<file path="src/logic/ssr_defines.svh">
// Offsets, field positions, reset values and constants of the slave serial receiver.
// Behaviour
// - single-receive enable has no effect in slave mode
// - continuous receive keeps working while the core sleeps
// - finished word moves from shifter into data buffer
// - received word with enable raises wake-up interrupt
// - global enable also branches to fixed vector
// - data pin input, clock pin cleared before use
// - slave mode is sync, port enable, no clock source
// - nine-bit enable gives 9-bit words, ninth in status
// - reception starts only after continuous receive enable
// - flag set per word; interrupt only when enabled
// - status shows ninth bit and errors, read first
// - low eight bits read from data buffer
// - clearing continuous receive clears pending errors
// - unimplemented bits read back as zero
// - buffer read loads ninth bit of next word
`ifndef SSR_DEFINES_SVH
`define SSR_DEFINES_SVH
// Register offsets.
`define SSR_OFS_IRQ_FLAGS 8'h0C
`define SSR_OFS_RX_STATUS 8'h18
`define SSR_OFS_RX_DATA 8'h1A
`define SSR_OFS_IRQ_ENABLES 8'h8C
`define SSR_OFS_TX_STATUS 8'h98
`define SSR_OFS_BAUD 8'h99
`define SSR_OFS_EVT_STATUS 8'h20
`define SSR_OFS_EVT_MASK 8'h21
`define SSR_OFS_PORT_DIR 8'h22
`define SSR_OFS_CORE_CTRL 8'h23
// Receive status and control field positions.
`define SSR_RS_PORT_EN 7
`define SSR_RS_NINE 6
`define SSR_RS_SINGLE 5
`define SSR_RS_CONT 4
`define SSR_RS_FRAME 2
`define SSR_RS_OVERRUN 1
`define SSR_RS_NINTH 0
// Transmit status and control field positions and writable bits.
`define SSR_TS_CLK_SRC 7
`define SSR_TS_SYNC 4
`define SSR_TS_WR_MASK 8'hF5
// Flag and enable position of the receive event.
`define SSR_PIR_RX 5
// Port direction bits of the data and clock pins.
`define SSR_DIR_DATA 1
`define SSR_DIR_CLK 2
// Own event status bits.
`define SSR_EVT_WORD 0
`define SSR_EVT_OVERRUN 1
// Reset values.
`define SSR_RST_ZERO 8'h00
`define SSR_RST_TX_STATUS 8'h02
`define SSR_RST_PORT_DIR 8'hFF
// Interrupt vector address.
`define SSR_IRQ_VECTOR 13'h0004
// Index of the last bit of a word.
`define SSR_LAST_EIGHT 4'h7
`define SSR_LAST_NINE 4'h8
`endif

</file>
<file path="src/logic/ssr_pkg.sv">
// Types shared by the slave serial receiver modules.
package ssr_pkg;
	// Shifter states, one-hot.
	typedef enum logic [1:0] {
		SSR_IDLE = 2'b01,
		SSR_SHIFT = 2'b10
	} ssr_shift_state_t;
endpackage

</file>
<file path="src/logic/ssr_link_if.sv">
// Link between the register side and the bit shifter.
interface ssr_link_if;
	logic run;        // Reception allowed.
	logic nine_bit;   // Nine-bit words selected.
	logic clk_s;      // Synchronised shift clock.
	logic data_s;     // Synchronised data pin.
	logic done;       // One-cycle pulse: word complete.
	logic [8:0] word; // Finished word, ninth bit on top.
	modport shifter(input run, nine_bit, clk_s, data_s, output done, word);
	modport ctrl(output run, nine_bit, clk_s, data_s, input done, word);
endinterface

</file>
<file path="src/logic/ssr_sync.sv">
// Two-flop synchroniser for pin levels.
module ssr_sync #(
	parameter int WIDTH = 2
) (
	// Clock and reset.
	input wire logic mclk,
	input wire logic rst,
	// Levels in and out.
	input wire logic [WIDTH-1:0] async_in,
	output logic [WIDTH-1:0] sync_out
);
	// First stage; read only by the second stage.
	logic [WIDTH-1:0] meta_reg;
	// Both stages clear on reset and shift every edge.
	always_ff @(posedge mclk or posedge rst) begin
		if (rst) begin
			meta_reg <= '0;
			sync_out <= '0;
		end else begin
			meta_reg <= async_in;
			sync_out <= meta_reg;
		end
	end
endmodule

</file>
<file path="src/logic/ssr_shifter.sv">
// Bit shifter: assembles words from the external shift clock.
`include "ssr_defines.svh"
module ssr_shifter (
	// Clock and reset.
	input wire logic mclk,
	input wire logic rst,
	// Link to the register side.
	ssr_link_if.shifter lnk
);
	ssr_pkg::ssr_shift_state_t state_reg, state_next; // Shifter state.
	logic clk_prev_reg;     // Shift clock one cycle ago.
	logic [3:0] cnt_reg;    // Bits taken in this word.
	logic [8:0] shreg_reg;  // Receive shift register.
	logic done_reg;         // Completion pulse.
	logic [8:0] word_reg;   // Last finished word.
	wire in_shift = (state_reg == ssr_pkg::SSR_SHIFT) & lnk.run;
	// Data is taken on the falling edge of the shift clock.
	wire fall = clk_prev_reg & ~lnk.clk_s;
	wire [8:0] shifted = {lnk.data_s, shreg_reg[8:1]};
	wire [3:0] last = lnk.nine_bit ? `SSR_LAST_NINE : `SSR_LAST_EIGHT;
	wire last_bit = in_shift & fall & (cnt_reg == last);
	assign lnk.done = done_reg;
	assign lnk.word = word_reg;
	// Leave idle only when reception is allowed; drop back when it stops.
	always_comb begin
		state_next = state_reg;
		unique case (state_reg)
			ssr_pkg::SSR_IDLE: if (lnk.run) state_next = ssr_pkg::SSR_SHIFT;
			ssr_pkg::SSR_SHIFT: if (!lnk.run) state_next = ssr_pkg::SSR_IDLE;
			default: state_next = ssr_pkg::SSR_IDLE;
		endcase
	end
	// Shift bits in LSB first and hand over each finished word.
	always_ff @(posedge mclk or posedge rst) begin
		if (rst) begin
			state_reg <= ssr_pkg::SSR_IDLE;
			clk_prev_reg <= 1'b0;
			cnt_reg <= 4'h0;
			shreg_reg <= 9'h000;
			done_reg <= 1'b0;
			word_reg <= 9'h000;
		end else begin
			state_reg <= state_next;
			clk_prev_reg <= lnk.clk_s;
			done_reg <= last_bit;
			if (!in_shift) begin
				cnt_reg <= 4'h0;
			end else if (fall) begin
				cnt_reg <= last_bit ? 4'h0 : cnt_reg + 4'h1;
				shreg_reg <= shifted;
			end
			// An 8-bit word sits one place high in the shifter.
			if (last_bit) begin
				word_reg <= lnk.nine_bit ? shifted : {1'b0, shifted[8:1]};
			end
		end
	end
endmodule

</file>
<file path="src/logic/ssr_top.sv">
// Receive path of a serial port in synchronous slave mode, with registers and interrupts.
//
// The plain strobed port is this design's own decision.
`include "ssr_defines.svh"
module ssr_top (
	// Clock and reset.
	input wire logic mclk,
	input wire logic rst,
	// Register port.
	input wire logic [7:0] reg_addr,
	input wire logic [7:0] reg_wdata,
	input wire logic reg_wr,
	input wire logic reg_rd,
	output logic [7:0] reg_rdata,
	// Serial clock pin, driven by the master.
	input wire logic serial_clock_pin_in,
	output logic serial_clock_pin_out,
	output logic serial_clock_pin_oe,
	// Serial data pin, driven by the master.
	input wire logic serial_data_pin_in,
	output logic serial_data_pin_out,
	output logic serial_data_pin_oe,
	// Interrupt, wake-up and vector request.
	output logic irq,
	output logic wake_req,
	output logic vector_req,
	output logic [12:0] vector_addr
);
	// Address match, shared by the write and read decoders.
	function automatic logic hit(input logic [7:0] a, input logic [7:0] ofs);
		hit = (a == ofs);
	endfunction

	ssr_link_if lnk(); // Link to the bit shifter.
	logic [1:0] pins_sync; // Synchronised clock and data pins.

	// Software state.
	logic [7:3] rs_ctrl_reg;  // Port enable, nine-bit, single, continuous, address detect.
	logic [7:0] ts_ctrl_reg;  // Transmit control, writable bits; reset also loads bit 1.
	logic [7:0] baud_reg;     // Baud divisor, unused in slave mode.
	logic [7:0] pie_reg;      // Peripheral interrupt enables.
	logic [7:0] port_dir_reg; // Port B direction.
	logic gie_reg;            // Global interrupt enable.
	logic [1:0] evt_status_reg; // Sticky event bits.
	logic [1:0] evt_mask_reg;   // Event mask.
	// Receive buffer, two words deep, ninth bit on top.
	logic [8:0] buf0_reg;
	logic [8:0] buf1_reg;
	logic [1:0] count_reg;
	logic overrun_error_flag_reg; // Overrun error.

	// Pin sampling through two flops.
	ssr_sync #(.WIDTH(2)) u_sync (
		.mclk(mclk),
		.rst(rst),
		.async_in({serial_clock_pin_in, serial_data_pin_in}),
		.sync_out(pins_sync)
	);

	// Bit shifter.
	ssr_shifter u_shifter (
		.mclk(mclk),
		.rst(rst),
		.lnk(lnk.shifter)
	);

	// Field views.
	wire port_en = rs_ctrl_reg[`SSR_RS_PORT_EN];
	wire nine_en = rs_ctrl_reg[`SSR_RS_NINE];
	wire single_en = rs_ctrl_reg[`SSR_RS_SINGLE];
	wire cont_en = rs_ctrl_reg[`SSR_RS_CONT];
	wire clk_src = ts_ctrl_reg[`SSR_TS_CLK_SRC];
	wire sync_en = ts_ctrl_reg[`SSR_TS_SYNC];
	wire rx_ie = pie_reg[`SSR_PIR_RX];

	// Slave mode: synchronous, port on, clock from outside.
	wire slave_mode = sync_en & port_en & ~clk_src;
	// Pins serve the port only with data as input and clock bit cleared.
	wire pins_ok = port_dir_reg[`SSR_DIR_DATA] & ~port_dir_reg[`SSR_DIR_CLK];
	// The single-receive bit is left out on purpose; only continuous receive starts the shifter.
	// Nothing here looks at a sleep state, so reception goes on while the core sleeps.
	wire rx_run = slave_mode & pins_ok & cont_en & ~overrun_error_flag_reg;

	assign lnk.run = rx_run;
	assign lnk.nine_bit = nine_en;
	assign lnk.clk_s = pins_sync[1];
	assign lnk.data_s = pins_sync[0];

	// Write decode.
	wire wr_rs = reg_wr & hit(reg_addr, `SSR_OFS_RX_STATUS);
	wire wr_ts = reg_wr & hit(reg_addr, `SSR_OFS_TX_STATUS);
	wire wr_baud = reg_wr & hit(reg_addr, `SSR_OFS_BAUD);
	wire wr_pie = reg_wr & hit(reg_addr, `SSR_OFS_IRQ_ENABLES);
	wire wr_dir = reg_wr & hit(reg_addr, `SSR_OFS_PORT_DIR);
	wire wr_core = reg_wr & hit(reg_addr, `SSR_OFS_CORE_CTRL);
	wire wr_evt = reg_wr & hit(reg_addr, `SSR_OFS_EVT_STATUS);
	wire wr_mask = reg_wr & hit(reg_addr, `SSR_OFS_EVT_MASK);

	// Buffer movement: a read pops, a finished word pushes.
	wire rd_data = reg_rd & hit(reg_addr, `SSR_OFS_RX_DATA);
	wire buf_empty = (count_reg == 2'h0);
	wire buf_full = (count_reg == 2'h2);
	wire pop = rd_data & ~buf_empty;
	wire push = lnk.done & ~buf_full;
	wire overrun = lnk.done & buf_full;
	wire [1:0] count_next = count_reg + {1'b0, push} - {1'b0, pop};
	// The head takes the second word on a pop, or the new word when it would be empty.
	wire [8:0] buf0_next = (pop & buf_full) ? buf1_reg :
		((push & (buf_empty | (pop & count_reg == 2'h1))) ? lnk.word : buf0_reg);
	wire [8:0] buf1_next = (push & ~pop & count_reg == 2'h1) ? lnk.word : buf1_reg;
	// The flag follows the buffer: set by a word, cleared by reading it empty.
	wire rx_flag = ~buf_empty;

	// Overrun: set wins; cleared only by dropping continuous receive.
	wire overrun_error_flag_next = overrun | (overrun_error_flag_reg & cont_en);

	// Sticky events, cleared by writing ones; a new event wins.
	wire [1:0] evt_set = {overrun, lnk.done};
	wire [1:0] evt_clr = wr_evt ? reg_wdata[1:0] : 2'h0;
	wire [1:0] evt_next = evt_set | (evt_status_reg & ~evt_clr);

	// Interrupt, wake-up and vector.
	wire wake_next = rx_flag & rx_ie;
	wire vector_next = wake_next & gie_reg;

	// Register views on read; unimplemented bits are zero.
	wire [7:0] rs_view = {rs_ctrl_reg, 1'b0, overrun_error_flag_reg, buf0_reg[8]};
	wire [7:0] pir_view = {2'h0, rx_flag, 5'h00};
	wire [7:0] ts_view = (ts_ctrl_reg & `SSR_TS_WR_MASK) | `SSR_RST_TX_STATUS;
	wire [7:0] rd_mux =
		hit(reg_addr, `SSR_OFS_IRQ_FLAGS) ? pir_view :
		hit(reg_addr, `SSR_OFS_RX_STATUS) ? rs_view :
		hit(reg_addr, `SSR_OFS_RX_DATA) ? buf0_reg[7:0] :
		hit(reg_addr, `SSR_OFS_IRQ_ENABLES) ? pie_reg :
		hit(reg_addr, `SSR_OFS_TX_STATUS) ? ts_view :
		hit(reg_addr, `SSR_OFS_BAUD) ? baud_reg :
		hit(reg_addr, `SSR_OFS_EVT_STATUS) ? {6'h00, evt_status_reg} :
		hit(reg_addr, `SSR_OFS_EVT_MASK) ? {6'h00, evt_mask_reg} :
		hit(reg_addr, `SSR_OFS_PORT_DIR) ? port_dir_reg :
		hit(reg_addr, `SSR_OFS_CORE_CTRL) ? {7'h00, gie_reg} : `SSR_RST_ZERO;

	// Control registers written by software.
	always_ff @(posedge mclk or posedge rst) begin
		if (rst) begin
			rs_ctrl_reg <= 5'h00;
			ts_ctrl_reg <= `SSR_RST_TX_STATUS;
			baud_reg <= `SSR_RST_ZERO;
			pie_reg <= `SSR_RST_ZERO;
			port_dir_reg <= `SSR_RST_PORT_DIR;
			gie_reg <= 1'b0;
			evt_mask_reg <= 2'h0;
		end else begin
			if (wr_rs) rs_ctrl_reg <= reg_wdata[7:3];
			if (wr_ts) ts_ctrl_reg <= reg_wdata & `SSR_TS_WR_MASK;
			if (wr_baud) baud_reg <= reg_wdata;
			if (wr_pie) pie_reg <= reg_wdata;
			if (wr_dir) port_dir_reg <= reg_wdata;
			if (wr_core) gie_reg <= reg_wdata[0];
			if (wr_mask) evt_mask_reg <= reg_wdata[1:0];
		end
	end

	// Receive buffer, error and event state.
	always_ff @(posedge mclk or posedge rst) begin
		if (rst) begin
			buf0_reg <= 9'h000;
			buf1_reg <= 9'h000;
			count_reg <= 2'h0;
			overrun_error_flag_reg <= 1'b0;
			evt_status_reg <= 2'h0;
		end else begin
			buf0_reg <= buf0_next;
			buf1_reg <= buf1_next;
			count_reg <= count_next;
			overrun_error_flag_reg <= overrun_error_flag_next;
			evt_status_reg <= evt_next;
		end
	end

	// Output flops; the pins are never driven.
	always_ff @(posedge mclk or posedge rst) begin
		if (rst) begin
			reg_rdata <= `SSR_RST_ZERO;
			irq <= 1'b0;
			wake_req <= 1'b0;
			vector_req <= 1'b0;
			vector_addr <= 13'h0000;
			serial_clock_pin_out <= 1'b0;
			serial_clock_pin_oe <= 1'b0;
			serial_data_pin_out <= 1'b0;
			serial_data_pin_oe <= 1'b0;
		end else begin
			reg_rdata <= reg_rd ? rd_mux : `SSR_RST_ZERO;
			irq <= |(evt_status_reg & evt_mask_reg);
			wake_req <= wake_next;
			vector_req <= vector_next;
			vector_addr <= vector_next ? `SSR_IRQ_VECTOR : 13'h0000;
			serial_clock_pin_out <= 1'b0;
			serial_clock_pin_oe <= 1'b0;
			serial_data_pin_out <= 1'b0;
			serial_data_pin_oe <= 1'b0;
		end
	end
endmodule

</file>
<file path="config.mk">
export PLATFORM = sky130hd
export DESIGN_NAME = ssr_top
export DESIGN_NICKNAME = d
export VERILOG_FILES = /design/src/logic/ssr_pkg.sv /design/src/logic/ssr_link_if.sv /design/src/logic/ssr_sync.sv /design/src/logic/ssr_shifter.sv /design/src/logic/ssr_top.sv
export VERILOG_INCLUDE_DIRS = /design/src /design/src/logic
export SDC_FILE = /design/constraint.sdc
export NUM_CORES = 1
export LEC_CHECK = 0
export BUFFER_PORTS_ARGS = -buffer_cell sky130_fd_sc_hd__clkbuf_2
export CORE_MARGIN = 1.5
export CORE_UTILIZATION = 44
export DETAILED_ROUTE_END_ITERATION = 10
export HOLD_SLACK_MARGIN = 0.02
export PLACE_DENSITY_LB_ADDON = 0.1
export RECOVER_POWER = 25
export SYNTH_ARGS = -nofsm -noshare
export SYNTH_HDL_FRONTEND = slang
export SYNTH_SLANG_ARGS = --single-unit
</file>
<file path="constraint.sdc">
create_clock -name mclk -period 6.15 [get_ports mclk]
set_input_delay 0.3075 -clock mclk [delete_from_list [all_inputs] [get_ports mclk]]
set_output_delay 0.3075 -clock mclk [all_outputs]
set_load 0.005 [all_outputs]
</file>
Yosys cells after proc, flatten, opt, wreduce, memory -nomap -nowiden
Cells that the tools add are included.
{"block": "word_totals", "ramBits": 0, "n_memories": 0, "ff_bits": 106, "inputBits": 22, "out_inout_bits": 28, "romBits": 0, "latchBits": 0, "wordCells": 117}
{"block": "op_classes", "n_addsub": 3, "div_mod_pow": 0, "n_mul": 0, "bitwise": 43, "mux": 23, "reduce_logical": 5, "order_cmp": 0, "n_shift": 0, "n_eq_ne": 18}
{"cell": "$mux W8", "count": 10}
{"cell": "$eq A8 B6 Y1 const B", "count": 4}
{"cell": "$and A1 B1 Y1", "count": 30}
{"cell": "$mux W9", "count": 3}
{"cell": "$eq A8 B8 Y1 const B", "count": 3}
{"cell": "$eq A8 B5 Y1 const B", "count": 2}
{"cell": "$mux W4", "count": 4}
{"cell": "$eq A8 B4 Y1 const B", "count": 1}
{"cell": "$not A1 Y1", "count": 7}
{"cell": "$mux W2", "count": 3}
{"cell": "$add A4 B1 Y4 const B", "count": 1}
{"cell": "$and A2 B2 Y2", "count": 2}
{"cell": "$eq A2 B1 Y1 const B", "count": 2}
{"cell": "$eq A2 B2 Y1 const B", "count": 2}
{"cell": "$eq A4 B4 Y1", "count": 1}
{"cell": "$ne A2 B2 Y1 const B", "count": 2}
{"cell": "$pmux W2 S2", "count": 1}
{"cell": "$reduce_and A2 Y1", "count": 2}
{"cell": "$mux W3", "count": 1}
{"cell": "$add A2 B1 Y2", "count": 1}
{"cell": "$logic_not A2 Y1", "count": 1}
{"cell": "$ne A2 B1 Y1 const B", "count": 1}
{"cell": "$not A2 Y2", "count": 1}
{"cell": "$or A1 B1 Y1", "count": 2}
{"cell": "5 further kinds", "count": 5}

Depth between registers and ports, before layout
{"block": "depth", "ltp_word": 12, "depth_mapped": 10, "depth_no_buf": 8}

Modules after synthesis
A second synthesis with hierarchy kept.
{"block": "unflattened", "hier_cells": 394, "hier_area_um2": 4797.1}
{"module": "ssr_top", "cells_per_inst": 299, "area_per_inst_um2": 3560.9, "seq_area_each_um2": 1811.7, "instances": 1}
{"module": "ssr_shifter", "cells_per_inst": 90, "area_per_inst_um2": 1132.3, "seq_area_each_um2": 626.9, "instances": 1}
{"module": "ssr_sync", "cells_per_inst": 5, "area_per_inst_um2": 103.8, "seq_area_each_um2": 100.1, "instances": 1}

Worst setup path before layout
OpenSTA, ideal clock, no wires.
{"block": "synth_timing", "kind": "input to register", "from": "in reg_addr[1]", "to": "reg buf1_reg[0]", "path_stages": 9, "path_buffers": 3, "setup_ns": 0.125, "slack_ns": 3.827, "required_time_ns": 6.025, "arrival_time_ns": 2.199, "cell_sequence": "buf_2 nor2b_1 clkbuf_1 nand3_1 or2_1 ha_1 nand3b_1 clkbuf_1 mux2_2"}
{"block": "synth_between", "elab_chain_cells": 6}
{"element": "start, declared", "line": "ssr_top.sv:10", "rtl": "input wire logic [7:0] reg_addr,"}
{"element": "$eq A8 B5 Y1", "line": "ssr_top.sv:31", "rtl": "hit = (a == ofs);"}
{"element": "$and A1 B1 Y1", "line": "ssr_top.sv:100", "rtl": "wire rd_data = reg_rd & hit(reg_addr, `SSR_OFS_RX_DATA);"}
{"element": "$and A1 B1 Y1", "line": "ssr_top.sv:103", "rtl": "wire pop = rd_data & ~buf_empty;"}
{"element": "$not A1 Y1", "line": "ssr_top.sv:110", "rtl": "wire [8:0] buf1_next = (push & ~pop & count_reg == 2'h1) ? lnk.word : buf1_reg;"}
{"element": "$and A1 B1 Y1 (2 in a row)", "line": "ssr_top.sv:110"}
{"element": "end signal, assigned", "line": "ssr_top.sv:173", "rtl": "buf1_reg <= buf1_next;"}
{"element": "end, declared", "line": "ssr_top.sv:48", "rtl": "logic [8:0] buf1_reg;"}
No other way between the ends.
A chain may end at the register's enable or synchronous reset.

==> impl_metrics.yaml <==
finish:
  antennaDiodeCount: 0
  nNetsFinal: 463
  final_util_pct: 49.6
  fillerInstances: 958
  final_cell_count_no_fill: 578
  seqCellArea_mm2: 0.00254
  multi_input_area_mm2: 0.00197
  area_growth_pct: 8.79
  drive_gt1_share_pct: 15.4
worst_setup_path:
  rr_worst_depth: 5
  cp-start-kind: "input port"
  worstPathRequired_ns: 6.27
  crit_cells: 4
  path_max_fanout: 78
  cp_top_family: "buffers and inverters"
  critPathMaxStageDelay_ns: 1.48
  crit_buf_inv: 4
  critPathKind: "in -> async"
  crit_path_end_kind: "asynchronous set/reset pin"
  cp_cell_sequence: "dlygate4sd3_1 -> clkbuf_2 -> clkinvlp_2 -> clkbuf_2"
  path_common_cell: "clkbuf_2"
  slowest_stage: "clkbuf_2"
  cp_data_arrival_time_ns: 3.11
sta:
  max_clock_freq_ghz: 0.334
  hold_viol: 0
  clock_skew_ns: 0.00976
  rsz0062_at_grt: "false"
  slew_headroom_pct: -27.2
  worst_pin_slew_ns: 1.91
  layout_min_cycle_time_ns: 2.99
  finalSetupViolCount: 0
  finalCritPeriodShare_pct: 48.7
  drv_slew: 79
  tns_ns: 0
synth:
  synth_cells: 409
  yosysSeqAreaShare_pct: 53.7
  yosys_warnings: 0
  ys_top_cells_by_count: "dfrtp_1, mux2_1, nor2_1"
  synth.distinct_cells: 57
  synth.most_common_cell: "dfrtp_1"
  async_reset_ff_share_pct: 100
  synthesis.area_mm2: 0.00473
  yosys.area.top_type: "dfrtp_1"
  synthFlopType: "dfrtp_1"
  ys_seq_elements: 101
  synth_edf_count: 0
  syn_area_per_cell_um2: 11.6
  synth_top_area_share_pct: 48.7
  yosys-top-cells-area: "dfrtp_1, mux2_1, dfstp_2"
grt:
  grt_pass1_vias: 3019
  grt_max_degree: 79
  grt_pass1_wl_mm: 16.4
  grt_overflow: 0
  antenna_found_initial: 0
  grt_use_total_pct: 19.2
detailed_routing:
  wire_per_inst_um: 17.3
  drt-total-wl_mm: 9.98
  vias: 3127
  postRouteAntennaNets: 0
  via_per_inst: 5.41
  first_pass_iters: 4
  drc: 0
  drt_iter0_drc: 148
floorplanning:
  ioPinCount: 50
  start_util_pct: 45.6
  dieArea_mm2: 0.0114
  die_w_um: 107
  die_h_um: 107
  rows: 37
  core_mm2: 0.0104
run:
  maxCapViolations: 1
clock_tree:
  h-tree-depth: 3
  insertion_delay_ns: 0.37
  cts-root-buf: "clkbuf_8"
  post_cts_buffers: 0
  cts_hold_buf: 3
  cts_resized: 0
  numClockSinks: 101
  cts_buffers: 9
  clkTransAtPathRegs_ns: 0.10
  clockBufferDepth: 2
  cts_tree: "done"
placement:
  gp_congestion: 0.880
  portBuffers: 33
  post-dp-hpwl_mm: 7.08
  dp.cells: 559
status:
  outcome: "complete, but fails checks"
  failed_checks: "capacitance limit, slew limit"
min_path:
  hold_class: "in -> reg"
  hold_depth: 2
power:
  ir_drop_mv: 0.167
  pwr_density_cell_mw_per_mm2: 233
  power_leakage_uw: 0.00245
routing by layer:
layer  global-route usage, %  vias up  part of all wire, %
li1                        -     1503                    -
met1                    28.0     1523                   50
met2                    28.5       88                   44
met3                    4.19       13                  4.2
met4                    6.38        0                  2.0
met5                       0        -                    0
worst reg2reg max path, delay by kind of cell (launching register included):
| kind | cells | cell delay [ns] |
|---|---|---|
| AND/OR/NAND/NOR | 4 | 1.68 |
| flip-flops | 1 | 0.42 |
| AO/OA/AOI/OAI | 1 | 0.11 |
report_power, final:
group	internal, uW	leakage, uW	switching (uW)
clock	207	0.000107	243
combinational	19.5	0.000997	39.7
sequential	680	0.00135	10.8
metrics by stage:
stage | setup WS (ns) | power [uW] | hold slack (ns) | area [um2]
floorplan | 3.21 | 745 | 0.331 | 4780
global placement | 3.43 | 761 | 0.271 | 4920
detailed placement | 3.33 | 763 | 0.278 | 4920
CTS | 3.74 | 1220 | 0.186 | 5170
global route | 2.61 | 1250 | 0.194 | 5140
finish | 3.16 | 1200 | 0.195 | 5140
worst paths after layout:
check	slack, ns	to	from
hold reg to reg	0.36	u_sync.sync_out[0]$_DFF_PP0_	u_sync.meta_reg[0]$_DFF_PP0_
setup reg to reg	3.89	u_shifter.cnt_reg[2]$_DFFE_PP0P_	overrun_error_flag_reg$_DFF_PP0_
hold / removal	0.20	ts_ctrl_reg[2]$_DFFE_PP0P_	reg_wdata[2]
min in group asynchronous	0.64	ts_ctrl_reg[6]$_DFFE_PP0P_	rst
setup / recovery	3.16	wake_req$_DFF_PP0_	rst
max in group mclk	3.72	buf1_reg[0]$_DFFE_PP0P_	reg_addr[1]
cells in the final DEF (no fill, tap or decap), types with 3 or more instances in the layout:
cell	instances
nand2b_1	7
inv_1	11
mux2i_1	19
nor2b_1	3
nor4_1	3
o21ai_1	7
a21o_1	3
nand3_1	15
clkbuf_1	6
mux2_2	8
dfstp_2	9
nand4_1	6
nand2_1	18
and3_1	8
o22ai_1	3
nor2_1	29
a2111oi_0	5
clkbuf_8	10
clkbuf_2	28
a22o_1	3
dfrtp_1	92
o21ai_0	5
a21oi_1	25
dlygate4sd3_1	3
o221ai_1	3
conb_1	16
nor3_1	5
ha_1	4
xnor2_1	4
mux2_1	43
cell families (layout without fill, tap and decap cells):
logic type               after synthesis  after routing  share of synthesized area, %
other                                  1             16                        0.0793
AND/OR/NAND/NOR                      112            112                          13.0
buffers and inverters                 48             66                          5.51
AO/OA/AOI/OAI                         69             69                          9.77
multiplexers                          70             70                          16.2
flip-flops                           101            101                          53.7
adder cells (fa/ha/maj)                4              4                          1.06
XOR/XNOR                               4              4                         0.741
area by class of cell:
cell class	instances	share of cell area, %
multi-input cells	275	38.3
clock inverters	6	1.51
clock buffers	10	2.68
flip-flops and latches	101	49.4
inverters	12	0.900
well taps	136	3.31
repair buffers	38	3.89
Note: power is estimated with default switching activity, not from simulation.
